==> src/stm_pkg.sv <==
// Package of constants for the standard timer mode logic
//------------------------------------------------------------
package stm_pkg;

  //------------------------------------------------------------
  // Register byte addresses
  //------------------------------------------------------------
  localparam logic [7:0] ADDR_CTRL0  = 8'h00;  // Run bit, compare P
  localparam logic [7:0] ADDR_CTRL1  = 8'h04;  // Mode and output control
  localparam logic [7:0] ADDR_CNT_LO = 8'h08;
  localparam logic [7:0] ADDR_CNT_HI = 8'h0c;
  localparam logic [7:0] ADDR_CMPA_LO = 8'h10;
  localparam logic [7:0] ADDR_CMPA_HI = 8'h14;
  localparam logic [7:0] ADDR_STATUS = 8'h18;  // Flags and pin, write 1 to clear a flag

  //------------------------------------------------------------
  // Field positions
  //------------------------------------------------------------
  localparam int CTRL0_RUN_BIT  = 3;
  localparam int CTRL0_CMPP_LSB = 0;
  localparam int CTRL1_MODE_LSB = 6;
  localparam int CTRL1_ACT_LSB  = 4;
  localparam int CTRL1_INIT_BIT = 3;
  localparam int CTRL1_INV_BIT  = 2;
  localparam int CTRL1_SWAP_BIT = 1;
  localparam int CTRL1_CLR_BIT  = 0;
  localparam int STAT_AF_BIT    = 0;
  localparam int STAT_PF_BIT    = 1;
  localparam int STAT_PIN_BIT   = 2;

  //------------------------------------------------------------
  // Encodings and widths
  //------------------------------------------------------------
  localparam logic [1:0] MODE_CMP   = 2'h0;
  localparam logic [1:0] MODE_PWM   = 2'h2;
  localparam logic [1:0] MODE_TIMER = 2'h3;
  localparam logic [1:0] ACT_NONE   = 2'h0;
  localparam logic [1:0] ACT_LOW    = 2'h1;
  localparam logic [1:0] ACT_HIGH   = 2'h2;
  localparam logic [1:0] ACT_TOGGLE = 2'h3;
  localparam logic [1:0] ACT_PWM    = 2'h2;
  localparam logic [1:0] ACT_PULSE  = 2'h3;
  localparam int CNT_W  = 10;
  localparam int CMPP_W = 3;
  localparam logic [7:0]  REG_RESET = 8'h00;
  localparam logic [31:0] RDATA_ZERO = 32'h0000_0000;

endpackage : stm_pkg

==> src/stm_timer.sv <==
// Standard timer mode logic with APB register slave
module stm_timer #(
  parameter int CNT_W = stm_pkg::CNT_W
) (
  input  wire logic        clock_i,
  input  wire logic        rst_b_i,
  input  wire logic        tick_i,
  input  wire logic        external_clock_pin_i,
  input  wire logic        psel_i,
  input  wire logic        penable_i,
  input  wire logic        pwrite_i,
  input  wire logic [7:0]  paddr_i,
  input  wire logic [31:0] pwdata_i,
  output logic      [31:0] prdata_o,
  output logic             pready_o,
  output logic             pslverr_o,
  output logic             timer_out_o,
  output logic             timer_out_en_o,
  output logic             match_a_flag_o,
  output logic             match_p_flag_o
);

  //------------------------------------------------------------
  // Register state
  //------------------------------------------------------------
  logic [7:0]       ctrl0_q;
  logic [7:0]       ctrl1_q;
  logic [7:0]       cmpa_lo_q;
  logic [1:0]       cmpa_hi_q;
  logic [CNT_W-1:0] cnt_q;
  logic             run_q;
  logic             run_prev_q;
  logic             af_q;
  logic             pf_q;
  logic             pin_q;
  logic             pwm_q;
  logic             ext_s1_q;
  logic             ext_s2_q;
  logic             ext_s3_q;

  //------------------------------------------------------------
  // Field decode
  //------------------------------------------------------------
  wire logic [1:0] mode_sel  = ctrl1_q[stm_pkg::CTRL1_MODE_LSB +: 2];
  wire logic [1:0] out_act   = ctrl1_q[stm_pkg::CTRL1_ACT_LSB +: 2];
  wire logic       init_lvl  = ctrl1_q[stm_pkg::CTRL1_INIT_BIT];
  wire logic       out_inv   = ctrl1_q[stm_pkg::CTRL1_INV_BIT];
  wire logic       swap      = ctrl1_q[stm_pkg::CTRL1_SWAP_BIT];
  wire logic       clr_sel   = ctrl1_q[stm_pkg::CTRL1_CLR_BIT];
  wire logic [2:0] cmpp      = ctrl0_q[stm_pkg::CTRL0_CMPP_LSB +: stm_pkg::CMPP_W];
  wire logic [CNT_W-1:0] cmpa = {cmpa_hi_q, cmpa_lo_q};

  // Mode decode
  wire logic is_cmp   = (mode_sel == stm_pkg::MODE_CMP);
  wire logic is_timer = (mode_sel == stm_pkg::MODE_TIMER);
  wire logic is_m10   = (mode_sel == stm_pkg::MODE_PWM);
  wire logic is_pulse = is_m10 && (out_act == stm_pkg::ACT_PULSE);
  wire logic is_pwm   = is_m10 && !is_pulse;
  wire logic cmp_like = is_cmp || is_timer;

  //------------------------------------------------------------
  // APB decode
  //------------------------------------------------------------
  wire logic wr_en   = psel_i && penable_i && pwrite_i;
  wire logic hit_c0  = (paddr_i == stm_pkg::ADDR_CTRL0);
  wire logic hit_c1  = (paddr_i == stm_pkg::ADDR_CTRL1);
  wire logic hit_clo = (paddr_i == stm_pkg::ADDR_CNT_LO);
  wire logic hit_chi = (paddr_i == stm_pkg::ADDR_CNT_HI);
  wire logic hit_alo = (paddr_i == stm_pkg::ADDR_CMPA_LO);
  wire logic hit_ahi = (paddr_i == stm_pkg::ADDR_CMPA_HI);
  wire logic hit_st  = (paddr_i == stm_pkg::ADDR_STATUS);
  wire logic mapped  = hit_c0 | hit_c1 | hit_clo | hit_chi | hit_alo | hit_ahi | hit_st;
  wire logic wr_c0   = wr_en && hit_c0;
  wire logic wr_st   = wr_en && hit_st;

  // Slave answers in the access cycle; unmapped access reports an error
  assign pready_o  = 1'b1;
  assign pslverr_o = psel_i && penable_i && !mapped;

  //------------------------------------------------------------
  // Comparators
  //------------------------------------------------------------
  // Comparators stay blind in the run rise cycle, when the count is still stale
  wire logic cnt_live = run_q && run_prev_q && tick_i;
  // Compare P matches the top three counter bits, with all lower counter bits zero
  wire logic match_a = cnt_live && (cnt_q == cmpa);
  wire logic match_p = cnt_live && (cmpp != 3'h0)
                       && (cnt_q[CNT_W-1 -: 3] == cmpp) && (cnt_q[CNT_W-4:0] == '0);
  wire logic ovf     = cnt_live && (&cnt_q);

  // Period and duty selection for PWM
  wire logic [CNT_W-1:0] p_scaled = {cmpp, {(CNT_W-3){1'b0}}};
  wire logic [CNT_W:0]   p_full   = (cmpp == 3'h0) ? (CNT_W+1)'(1 << CNT_W)
                                                   : {1'b0, p_scaled};
  wire logic [CNT_W:0]   a_full   = (cmpa == '0) ? (CNT_W+1)'(1 << CNT_W)
                                                 : {1'b0, cmpa};
  wire logic [CNT_W:0]   period   = swap ? a_full : p_full;
  wire logic [CNT_W:0]   duty     = swap ? p_full : {1'b0, cmpa};
  wire logic period_end = cnt_live
                          && ({1'b0, cnt_q} == period - (CNT_W+1)'(1));
  // PWM P event lands on the last count of the P value, where the counter clears unless swap makes A the period
  wire logic pwm_p_hit  = cnt_live
                          && ({1'b0, cnt_q} == p_full - (CNT_W+1)'(1));

  // Counter clear source per mode
  wire logic cnt_clear = is_pwm   ? period_end
                       : is_pulse ? 1'b0
                       : clr_sel  ? match_a
                       : (match_p || (cmpp == 3'h0 && ovf));

  // Flag events per mode
  wire logic set_af = match_a;
  wire logic set_pf = is_pwm ? pwm_p_hit
                    : (match_p && !is_pulse && !clr_sel);

  //------------------------------------------------------------
  // External trigger synchroniser
  //------------------------------------------------------------
  always_ff @(posedge clock_i or negedge rst_b_i) begin
    if (!rst_b_i) begin
      ext_s1_q <= 1'b0;
      ext_s2_q <= 1'b0;
      ext_s3_q <= 1'b0;
    end else begin
      ext_s1_q <= external_clock_pin_i;
      ext_s2_q <= ext_s1_q;
      ext_s3_q <= ext_s2_q;
    end
  end
  wire logic ext_rise = ext_s2_q && !ext_s3_q;

  //------------------------------------------------------------
  // Run bit: software, external trigger, pulse stop
  //------------------------------------------------------------
  // Trigger outranks a stopping match, but the held count matches again and ends the pulse one cycle later
  wire logic run_d = (is_pulse && ext_rise) ? 1'b1
                   : wr_c0 ? pwdata_i[stm_pkg::CTRL0_RUN_BIT]
                   : (is_pulse && match_a) ? 1'b0
                   : run_q;
  wire logic run_rise = run_q && !run_prev_q;

  always_ff @(posedge clock_i or negedge rst_b_i) begin
    if (!rst_b_i) begin
      run_q      <= 1'b0;
      run_prev_q <= 1'b0;
    end else begin
      run_q      <= run_d;
      run_prev_q <= run_q;
    end
  end

  //------------------------------------------------------------
  // Counter
  //------------------------------------------------------------
  always_ff @(posedge clock_i or negedge rst_b_i) begin
    if (!rst_b_i) begin
      cnt_q <= '0;
    end else if (run_rise) begin
      cnt_q <= '0;
    end else if (run_q && tick_i && !(is_pulse && match_a)) begin
      cnt_q <= cnt_clear ? '0 : cnt_q + 1'b1;
    end
  end

  //------------------------------------------------------------
  // Match flags, set wins over write-one-to-clear
  //------------------------------------------------------------
  always_ff @(posedge clock_i or negedge rst_b_i) begin
    if (!rst_b_i) begin
      af_q <= 1'b0;
      pf_q <= 1'b0;
    end else begin
      af_q <= set_af | (af_q & ~(wr_st & pwdata_i[stm_pkg::STAT_AF_BIT]));
      pf_q <= set_pf | (pf_q & ~(wr_st & pwdata_i[stm_pkg::STAT_PF_BIT]));
    end
  end

  //------------------------------------------------------------
  // Compare output level
  //------------------------------------------------------------
  always_ff @(posedge clock_i or negedge rst_b_i) begin
    if (!rst_b_i) begin
      pin_q <= 1'b0;
    end else if (run_rise) begin
      pin_q <= init_lvl;
    end else if (match_a) begin
      case (out_act)
        stm_pkg::ACT_LOW:    pin_q <= 1'b0;
        stm_pkg::ACT_HIGH:   pin_q <= 1'b1;
        stm_pkg::ACT_TOGGLE: pin_q <= ~pin_q;
        default:             pin_q <= pin_q;
      endcase
    end
  end

  //------------------------------------------------------------
  // PWM and pulse waveform
  //------------------------------------------------------------
  // Active while count is below duty; duty at or above period stays active
  wire logic pwm_act   = ({1'b0, cnt_q} < duty) || (duty >= period);
  wire logic wave_act  = is_pulse ? run_q : (run_q && pwm_act);
  wire logic wave_lvl  = init_lvl ? wave_act : ~wave_act;
  wire logic force_lvl = (out_act == stm_pkg::ACT_LOW) ? 1'b0 : 1'b1;
  wire logic m10_lvl   = (is_pulse || out_act == stm_pkg::ACT_PWM) ? wave_lvl
                                                                   : force_lvl;
  wire logic pin_d     = is_m10 ? m10_lvl : pin_q;

  // Registered pin; pulse trailing edge follows run bit clear
  always_ff @(posedge clock_i or negedge rst_b_i) begin
    if (!rst_b_i) begin
      pwm_q <= 1'b0;
    end else begin
      pwm_q <= pin_d ^ out_inv;
    end
  end

  // Timer/counter mode releases the pin
  assign timer_out_o    = pwm_q;
  assign timer_out_en_o = !is_timer;
  assign match_a_flag_o = af_q;
  assign match_p_flag_o = pf_q;

  //------------------------------------------------------------
  // Control register writes
  //------------------------------------------------------------
  always_ff @(posedge clock_i or negedge rst_b_i) begin
    if (!rst_b_i) begin
      ctrl0_q   <= stm_pkg::REG_RESET;
      ctrl1_q   <= stm_pkg::REG_RESET;
      cmpa_lo_q <= stm_pkg::REG_RESET;
      cmpa_hi_q <= 2'h0;
    end else begin
      if (wr_c0) ctrl0_q <= pwdata_i[7:0];
      if (wr_en && hit_c1) ctrl1_q <= pwdata_i[7:0];
      if (wr_en && hit_alo) cmpa_lo_q <= pwdata_i[7:0];
      if (wr_en && hit_ahi) cmpa_hi_q <= pwdata_i[1:0];
    end
  end

  //------------------------------------------------------------
  // Read mux
  //------------------------------------------------------------
  wire logic [7:0] ctrl0_rd = {ctrl0_q[7:4], run_q, ctrl0_q[2:0]};
  wire logic [7:0] cnt_hi_rd = {6'h00, cnt_q[CNT_W-1:8]};
  wire logic [7:0] st_rd    = {5'h00, pwm_q, pf_q, af_q};
  wire logic [7:0] rd_sel   = hit_c0  ? ctrl0_rd
                            : hit_c1  ? ctrl1_q
                            : hit_clo ? cnt_q[7:0]
                            : hit_chi ? cnt_hi_rd
                            : hit_alo ? cmpa_lo_q
                            : hit_ahi ? {6'h00, cmpa_hi_q}
                            : hit_st  ? st_rd
                            : 8'h00;

  always_ff @(posedge clock_i or negedge rst_b_i) begin
    if (!rst_b_i) begin
      prdata_o <= stm_pkg::RDATA_ZERO;
    end else if (psel_i && !penable_i && !pwrite_i) begin
      prdata_o <= {24'h000000, rd_sel};
    end
  end

endmodule : stm_timer

==> config.mk <==
export PLATFORM = sky130hd
export DESIGN_NAME = stm_timer
export DESIGN_NICKNAME = d
export VERILOG_FILES = /design/src/stm_pkg.sv /design/src/stm_timer.sv
export SDC_FILE = /design/constraint.sdc
export NUM_CORES = 1
export LEC_CHECK = 0
export BUFFER_PORTS_ARGS = -buffer_cell sky130_fd_sc_hd__buf_2
export CELL_PAD_IN_SITES_DETAIL_PLACEMENT = 0
export CELL_PAD_IN_SITES_GLOBAL_PLACEMENT = 1
export CORE_MARGIN = 5
export CORE_UTILIZATION = 38
export CTS_BUF_LIST = sky130_fd_sc_hd__clkbuf_8 sky130_fd_sc_hd__clkbuf_16
export DETAILED_ROUTE_END_ITERATION = 16
export PLACE_DENSITY_LB_ADDON = 0.1
export SLEW_MARGIN = 20
export SYNTH_ARGS = -nofsm -noshare
export SYNTH_HDL_FRONTEND = slang
export SYNTH_SLANG_ARGS = --single-unit
export TNS_END_PERCENT = 10
==> constraint.sdc <==
create_clock -name clock_i -period 8.34 [get_ports clock_i]
set_input_delay 0.834 -clock clock_i [delete_from_list [all_inputs] [get_ports clock_i]]
set_output_delay 0.834 -clock clock_i [all_outputs]
set_load 0.02 [all_outputs]
==> impl_metrics.env, run 1 <==
export IMPL_status="completed"
export IMPL_ys_ff_latch=52
export IMPL_synthTopCellsByCount="dfrtp_1, nand2_1, nor2_1"
export IMPL_final_cells=619
export IMPL_antenna_found_initial=0
export IMPL_synthCells=470
export IMPL_rows=38
export IMPL_die_area_um2=13100
export IMPL_antenna_left=0
export IMPL_synth_most_common_cell="dfrtp_1"
export IMPL_synth_top_area_share_pct=31.3
export IMPL_drv_slew=0
export IMPL_grt_pass1_vias=3282
export IMPL_crit_top_cell="a31oi_1"
export IMPL_synth_top_area_cell="dfrtp_1"
export IMPL_synth_avg_cell_area_um2=8.84
export IMPL_clock_latency_ns=0.32
export IMPL_slew_headroom_pct=34.8
export IMPL_async_reset_ff_share_pct=100
export IMPL_crit_start="cmpa_lo_q[6]"
export IMPL_final_hold_violation_count=0
export IMPL_end_kind="flop"
export IMPL_cts_buffers=5
export IMPL_worstPathCellList="nor4_2 > a31oi_1 > ha_1 > a2111o_1 > a31oi_1 > a21oi_1 > a31o_2 > nor4_1 > nand4b_1"
export IMPL_synth_cell_types=64
export IMPL_avgRoutedWirePerCell_um=18.9
export IMPL_grt_max_degree=53
export IMPL_globalRoute_totalOverflow=0
export IMPL_start_kind="flop"
export IMPL_fin_crit_ns=3.17
export IMPL_synth_edff_count=0
export IMPL_cts_sinks=52
export IMPL_ys_seq_area_share_pct=31.3
export IMPL_total_leakage_power_nw=1.94
export IMPL_grt_pass1_wl_mm=18.3
export IMPL_period_share_pct=38.0
export IMPL_min_from="ext_s1_q"
export IMPL_core_um2=10800
export IMPL_place_area_um2=4260
export IMPL_hp_class="reg -> reg"
export IMPL_syn_to_final_growth_pct=5.24
export IMPL_yosys_warnings=0
export IMPL_ios=85
export IMPL_fmax_ghz=0.316
export IMPL_drcViolationCount=0
export IMPL_fin_tns_setup_ns=0
export IMPL_drive_above_1_share_pct=17.7
export IMPL_synthFlopType="dfrtp_1"
export IMPL_fin_area_um2=4370
export IMPL_drtPass1Iterations=4
export IMPL_crit_fanout=13
export IMPL_detailroute_via_count=3458
export IMPL_place_gp_congestion=0.784
export IMPL_rr_startpoint="cmpa_lo_q[6]"
export IMPL_crit_path_top_delay_cell="dfrtp_1"
export IMPL_setup_viol=0
export IMPL_clock_skew_ns=0.00983
export IMPL_post_cts_buffers=0
export IMPL_via_per_inst=5.59
export IMPL_syn_cell_area_um2=4160
export IMPL_arrival_ns=3.43
export IMPL_power_per_cell_area_nw_per_um2=126
export IMPL_place_ws_ns=5.23
export IMPL_n_antenna_cell=0
export IMPL_synth_area_top_cells="dfrtp_1, mux2_2, ha_1"
export IMPL_nets=542
export IMPL_die_w_um=115
export IMPL_hold_buffers=0
export IMPL_initial_core_util_pct=38.5
export IMPL_setup_slack_ns=5.17
export IMPL_cts_tree="yes"
export IMPL_drtIter0Drc=167
export IMPL_post_cts_resized=0
export IMPL_crit_type="reg -> reg"
export IMPL_clockBufferDepth=2
export IMPL_grt_usage_pct=18.1
export IMPL_wirelength_mm=11.7
export IMPL_dpl_cell_count=611
export IMPL_port_buffers=35
export IMPL_clk_pin_slew_ns=0.10
export IMPL_max_slew_worst_pin_slew_ns=0.974
export IMPL_hpwl_mm=8.83
export IMPL_max_cap_viol_count=0
export IMPL_cts_htree_levels=2
export IMPL_rsz0062_at_grt="false"
export IMPL_die_h_um=115
export IMPL_crit_required_ns=8.60
export IMPL_peakVddDrop_v=0.000105
export IMPL_worst_path_largest_cell_delay_ns=0.57
export IMPL_clockRootBuffer="clkbuf_8"
report_power, final:
group	switching (mW)	internal [mW]	leakage, nW	total (mW)
Sequential	0.0150	0.264	0.680	0.279
Clock	0.0932	0.0911	0.0600	0.184
Combinational	0.0574	0.0300	1.20	0.0874
worst paths after layout:
| kind | to | slack [ns] | cells after the start |
|---|---|---|---|
| worst max-delay path | timer_out_o | 5.17 | 9 |
| worst min-delay path | ext_s2_q | 0.36 | 0 |
| worst max register to register | timer_out_o | 5.17 | 9 |
| worst min register to register | ext_s2_q | 0.36 | 0 |
| max in group asynchronous | match_p_flag_o | 7.26 | 2 |
| min in group asynchronous | cnt_q[7] | 0.61 | 2 |
flip-flops by register name, indices dropped and copies added, names as in the netlist, 2 cells and up:
signal and count:
cmpa_hi_q 2, cmpa_lo_q 8, ctrl0_q 7, prdata_o 8, ctrl1_q 8, cnt_q 10
logic make-up after synthesis:
logic type                 synth area share (%)
AOI/OAI and AO/OA                          17.1
xor gates and xnor gates                   4.85
adders and majority gates                  5.36
buffers and inverters                      10.1
DFF                                        31.3
muxes                                      8.94
other                                     0.181
and+or+nand+nor                            22.1
stage by stage:
stage | hold slack [ns] | utilization [%] | power (mW)
6_report | 0.363 | 40.5 | 0.550
5_1_grt | 0.387 | 40.5 | 0.579
4_1_cts | 0.371 | 40.5 | 0.557
3_5_place_dp | 0.337 | 39.5 | 0.371
3_3_place_gp | 0.342 | 39.5 | 0.371
2_1_floorplan | 0.331 | - | 0.347
critical path: cells and delay by family (launching register included):
kind / cells / cell delay, ns
AOI/OAI and AO/OA: 5 / 1.27
and+or+nand+nor: 3 / 0.89
DFF: 1 / 0.57
adders and majority gates: 1 / 0.38
per-layer routing:
metal	global-route usage [%]	routed length, um
met1	25.0	5500
met2	29.3	5550
met3	2.91	512
met4	4.59	162
met5	0	0
cell usage in the layout, fill, tap and decap left out, drive strengths merged, types with 5 or more instances in the layout:
cell type / n
mux2i: 9
nor4: 10
ha: 17
nand3: 19
nor3: 5
and3: 11
clkbuf: 5
nand2: 41
xnor2: 6
a22oi: 11
nor2: 29
o21ai: 17
xor2: 17
inv: 14
nor4b: 5
buf: 39
or3: 5
a31oi: 24
nand4: 5
a21oi: 16
conb: 25
nand2b: 5
a211oi: 8
dfrtp: 52
mux2: 25
final cells by class:
class                      count  area (um^2)
timing repair buffer          39          205
clock inverter                 3         46.3
tap                          140          175
inverter                      14         52.6
sequential                    52         1300
fill                        1096         6420
clock buffer                   5         68.8
multi-input combinational    366         2520
Note: power is estimated with default switching activity, not from simulation.
==> inputs of run 2 (changes only) <==
Clock period 8.34 ns to 2.5 ns, I/O delays scaled along.
==> run 2 against run 1 <==
Clock skew rose by 0.0031 ns. Sequential power rose to 3.2 times the previous value. Count of clock-buffer cells in the layout stayed put. Register-to-register slack worse by 5.3 ns. Routed wire length grew 12%. The run now ends with setup timing left. Core utilization up 7.4 points. Via count rose by 10%. Highest routed layer unchanged. Fmax increased by 23%.
==> impl_metrics.env, run 2 (same netlist as run 1, synthesis figures left out) <==
export IMPL_status="finished, violations left"
export IMPL_failed_checks="setup timing"
export IMPL_fin_area_um2=5170
export IMPL_antenna_left=0
export IMPL_largest_reg_flops=10
export IMPL_setup_viol=2
export IMPL_drtIter0Drc=267
export IMPL_rows=38
export IMPL_syn_to_final_growth_pct=24.4
export IMPL_nets=613
export IMPL_globalRoute_totalOverflow=0
export IMPL_grt_pass1_vias=3604
export IMPL_cts_htree_levels=2
export IMPL_drv_slew=0
export IMPL_grt_pass1_wl_mm=20.3
export IMPL_busiest_layer="met2"
export IMPL_place_ws_ns=-0.212
export IMPL_end_kind="flop"
export IMPL_max_slew_worst_pin_slew_ns=0.773
export IMPL_grtUsageMet1_pct=29.2
export IMPL_cts_buffers=5
export IMPL_hold_buffers=0
export IMPL_die_h_um=115
export IMPL_power_per_cell_area_nw_per_um2=384
export IMPL_drcViolationCount=0
export IMPL_r2r_slack_ns=-0.08
export IMPL_n_antenna_cell=0
export IMPL_die_w_um=115
export IMPL_clockRootBuffer="clkbuf_8"
export IMPL_grt_usage_pct=19.8
export IMPL_clock_skew_ns=0.0129
export IMPL_fmax_ghz=0.387
export IMPL_hp_class="in -> async"
export IMPL_setup_slack_ns=-0.0811
export IMPL_port_buffers=35
export IMPL_detailroute_via_count=3812
export IMPL_ios=85
export IMPL_final_hold_violation_count=0
export IMPL_die_area_um2=13100
export IMPL_crit_path_end="timer_out_o"
export IMPL_crit_required_ns=2.69
export IMPL_place_area_um2=4770
export IMPL_clockBufferDepth=2
export IMPL_peakVddDrop_v=0.000269
export IMPL_initial_core_util_pct=38.5
export IMPL_crit_start="cmpa_lo_q[6]"
export IMPL_fin_tns_setup_ns=-0.0830
export IMPL_rsz0062_at_grt="true"
export IMPL_drive_above_1_share_pct=32.7
export IMPL_drtPass1Iterations=4
export IMPL_grt_use_met2_pct=31.8
export IMPL_fin_crit_ns=2.58
export IMPL_grt_max_degree=33
export IMPL_period_share_pct=103
export IMPL_place_gp_congestion=0.884
export IMPL_max_flop_register="cnt_q"
export IMPL_clock_latency_ns=0.31
export IMPL_final_common_cell="buf_4"
export IMPL_start_kind="flop"
export IMPL_use_met3_pct=2.38
export IMPL_crit_type="reg -> reg"
export IMPL_slew_headroom_pct=48.5
export IMPL_r2r_end="timer_out_o"
export IMPL_max_cap_viol_count=0
export IMPL_core_um2=10800
export IMPL_hpwl_mm=10.2
export IMPL_antenna_found_initial=0
export IMPL_total_leakage_power_nw=2.35
export IMPL_crit_fanout=2
export IMPL_rr_startpoint="cmpa_lo_q[6]"
export IMPL_arrival_ns=2.77
export IMPL_cts_sinks=52
export IMPL_cts_tree="yes"
export IMPL_final_cell_mix="buf_4, dfrtp_1, nand2_1"
export IMPL_avgRoutedWirePerCell_um=19.0
export IMPL_wirelength_mm=13.1
export IMPL_clk_pin_slew_ns=0.10
export IMPL_r2r_cells=10
export IMPL_via_per_inst=5.52
-- run 2: repair_timing --
| item | in CTS | in global routing |
|---|---|---|
| setup endpoints to repair | 11 | 11 |
| gates resized for setup | 18 | 17 |
| buffers inserted | 2 | 4 |
| pin swaps | 14 | 11 |
-- run 2: metrics by stage --
step           total power [mW]  instances  utilization (%)  hold WS [ns]
2_1_floorplan              1.16        493                -       -0.0456
3_3_place_gp               1.28        676             44.2         0.342
3_5_place_dp               1.29        676             44.2         0.340
4_1_cts                    2.00        686             46.7        0.0247
5_1_grt                    2.08        690             47.9        0.0309
6_report                   1.99        690             47.9        0.0109
-- run 2: worst min path at each step --
stage	start	to	slack [ns]
2_1_floorplan	rst_b_i	cmpa_hi_q[0]	-0.05
3_3_place_gp	ext_s1_q	ext_s2_q	0.34
3_5_place_dp	ext_s1_q	ext_s2_q	0.34
4_1_cts	rst_b_i	ctrl1_q[2]	0.02
5_1_grt	external_clock_pin_i	ext_s1_q	0.03
6_report	rst_b_i	cmpa_lo_q[2]	0.01
-- run 2: critical path: stages (launching register included) --
cell	delay (ns)
dfrtp_1	0.41
nor4_2	0.34
buf_4	0.20
a31oi_4	0.09
ha_4	0.24
a2111o_1	0.40
a31oi_4	0.19
a21oi_1	0.08
a31o_2	0.23
o211ai_1	0.18
nand4b_1	0.10
-- run 2: cell type report --
cell class,instances,area (um^2)
tap,140,175
clock inverter,3,68.8
fill,1042,5620
inverter,14,56.3
multi-input combinational,366,2720
clock buffer,5,68.8
timing repair buffer,110,778
sequential,52,1300
-- run 2: layer usage --
layer | vias to the layer above | wire length, um | share of wire [%]
li1 | 1827 | - | -
met1 | 1876 | 6160 | 47
met2 | 105 | 6320 | 48
met3 | 4 | 592 | 4.5
met4 | 0 | 55 | 0.42
met5 | - | 0 | 0
-- run 2: power breakdown --
group          total [mW]  switching [mW]  leakage, nW  internal, mW
Clock               0.697           0.294       0.0687         0.403
Combinational       0.383           0.243         1.60         0.140
Sequential          0.905          0.0256        0.678         0.880
Total                1.99           0.563         2.35          1.42
==> inputs of run 3 (changes only) <==
Settings changed: CTS_BUF_LIST sky130_fd_sc_hd__clkbuf_8 sky130_fd_sc_hd__clkbuf_16 to sky130_fd_sc_hd__clkbuf_16, MAX_ROUTING_LAYER set to met4.
==> run 3 against run 2 <==
The flow still finishes with violations (setup timing). Critical path depth increased by 2. Non-clock buffer count stayed put. Clock power grew 28%. Sequential share of layout area down 0.27 points. Total power rose by 9.9%. Sequential cell count stayed put. Combinational power is essentially flat. Clock skew fell by 0.0039 ns. Die area unchanged. Global-route usage rose by 0.58 points. Core utilization is 0.52 points higher. Cell count unchanged.
==> impl_metrics.env, run 3 (same netlist as run 1, synthesis figures left out) <==
export IMPL_max_slew_worst_pin_slew_ns=0.777
export IMPL_crit_type="reg -> reg"
export IMPL_nets=613
export IMPL_setup_slack_ns=-0.0803
export IMPL_hp_class="in -> async"
export IMPL_globalRoute_totalOverflow=0
export IMPL_clockRootBuffer="clkbuf_16"
export IMPL_place_gp_congestion=0.899
export IMPL_cts_tree="yes"
export IMPL_largest_reg_flops=10
export IMPL_fillers=1033
export IMPL_grt_pass1_vias=3611
export IMPL_peakVddDrop_v=0.000393
export IMPL_clock_skew_ns=0.00906
export IMPL_crit_path_top_delay_cell="dfrtp_1"
export IMPL_rsz0062_at_grt="true"
export IMPL_initial_core_util_pct=38.5
export IMPL_antenna_left=0
export IMPL_worstPathCellList="nor4_2 > buf_4 > a31oi_4 > ha_4 > buf_4 > nand3_1 > nor2_2 > a31oi_4 > buf_4 > a31o_2 > o211ai_1 > nand4b_1"
export IMPL_grt_pass1_wl_mm=20.3
export IMPL_fin_crit_ns=2.58
export IMPL_core_um2=10800
export IMPL_end_kind="flop"
export IMPL_final_common_cell="buf_4"
export IMPL_cts_sinks=52
export IMPL_die_area_um2=13100
export IMPL_clk_pin_slew_ns=0.07
export IMPL_rows=38
export IMPL_rr_startpoint="cmpa_lo_q[6]"
export IMPL_total_leakage_power_nw=2.38
export IMPL_fmax_ghz=0.388
export IMPL_crit_top_cell="buf_4"
export IMPL_port_buffers=35
export IMPL_grt_usage_pct=20.4
export IMPL_max_cap_viol_count=0
export IMPL_drtIter0Drc=251
export IMPL_cts_buffers=5
export IMPL_setup_viol=4
export IMPL_status="finished, violations left"
export IMPL_crit_fanout=2
export IMPL_crit_required_ns=2.67
export IMPL_final_util_pct=48.4
export IMPL_n_antenna_cell=0
export IMPL_drive_above_1_share_pct=32.9
export IMPL_crit_start="cmpa_lo_q[6]"
export IMPL_power_per_cell_area_nw_per_um2=418
export IMPL_cts_htree_levels=2
export IMPL_start_kind="flop"
export IMPL_die_w_um=115
export IMPL_worst_path_largest_cell_delay_ns=0.40
export IMPL_final_cells=690
export IMPL_grt_max_degree=33
export IMPL_detailroute_via_count=3829
export IMPL_final_cell_mix="buf_4, dfrtp_1, nand2_1"
export IMPL_antenna_found_initial=0
export IMPL_avgRoutedWirePerCell_um=19.0
export IMPL_drv_slew=0
export IMPL_clock_latency_ns=0.29
export IMPL_wirelength_mm=13.1
export IMPL_dpl_cell_count=676
export IMPL_drtPass1Iterations=4
export IMPL_syn_to_final_growth_pct=25.7
export IMPL_slew_headroom_pct=48.2
export IMPL_max_flop_register="cnt_q"
export IMPL_arrival_ns=2.75
export IMPL_failed_checks="setup timing"
export IMPL_hpwl_mm=10.2
export IMPL_final_hold_violation_count=0
export IMPL_via_per_inst=5.55
export IMPL_period_share_pct=103
export IMPL_ios=85
export IMPL_die_h_um=115
export IMPL_drcViolationCount=0
export IMPL_clockBufferDepth=2
==> run 3: per-layer routing <==
| layer | GRT usage [%] | share of wire [%] | vias up | wire, um |
|---|---|---|---|---|
| met2 | 31.2 | 48 | 103 | 6240 |
| met1 | 29.5 | 46 | 1881 | 6100 |
| met4 | 3.33 | 1.4 | 0 | 180 |
| li1 | - | - | 1829 | - |
| met5 | - | 0 | - | 0 |
| met3 | 2.43 | 4.5 | 16 | 592 |
==> run 3: where the power goes <==
part	internal (mW)	leakage, nW	total, mW	switching [mW]
Combinational	0.140	1.60	0.382	0.242
Clock	0.577	0.0944	0.895	0.317
Sequential	0.880	0.678	0.905	0.0253
Total	1.60	2.38	2.18	0.585
==> run 3: area by class of cell <==
class	count	area, um^2	share of cell area (%)
clock inverters	3	68.8	1.32
flip-flops and latches	52	1300	24.9
clock buffers	5	125	2.39
well taps	140	175	3.35
multi-input cells	366	2720	52.0
repair buffers	110	778	14.9
inverters	14	56.3	1.08
==> run 3: final timing paths <==
check | slack, ns | to | cells past startpoint
max | -0.08 | timer_out_o | 12
min | 0.04 | cmpa_lo_q[2] | 1
max reg2reg | -0.08 | timer_out_o | 12
min reg2reg | 0.36 | ext_s2_q | 0
max in group asynchronous | 1.81 | cnt_q[9] | 2
min in group clock_i | 0.06 | ext_s1_q | 1
==> run 3: what timing repair did <==
action / in CTS / in global routing
endpoints found under the setup margin: 11 / 11
pin swaps: 14 / 11
gates cloned: 0 / 0
setup buffers: 2 / 4
hold buffers: 0 / 0
resized for setup: 20 / 16
==> run 3: worst max-delay path: cells and delay by family (launching register included) <==
kind | cells | cell delay, ns
and+or+nand+nor | 4 | 0.67
AOI/OAI and AO/OA | 4 | 0.63
adders and majority gates | 1 | 0.29
DFF | 1 | 0.40
buffers and inverters | 3 | 0.46
==> run 3: through the flow <==
stage	power [mW]	setup WS, ns	hold WS (ns)	area (um^2)	TNS [ns]
2_1_floorplan	1.16	-0.221	-0.0456	4290	-1.51
3_3_place_gp	1.28	-0.223	0.342	4770	-0.849
3_5_place_dp	1.29	-0.212	0.340	4770	-1.29
4_1_cts	2.19	-0.0432	0.0598	5100	-0.0432
5_1_grt	2.27	-0.176	0.0609	5230	-1.23
6_report	2.18	-0.0803	0.0374	5230	-0.0981
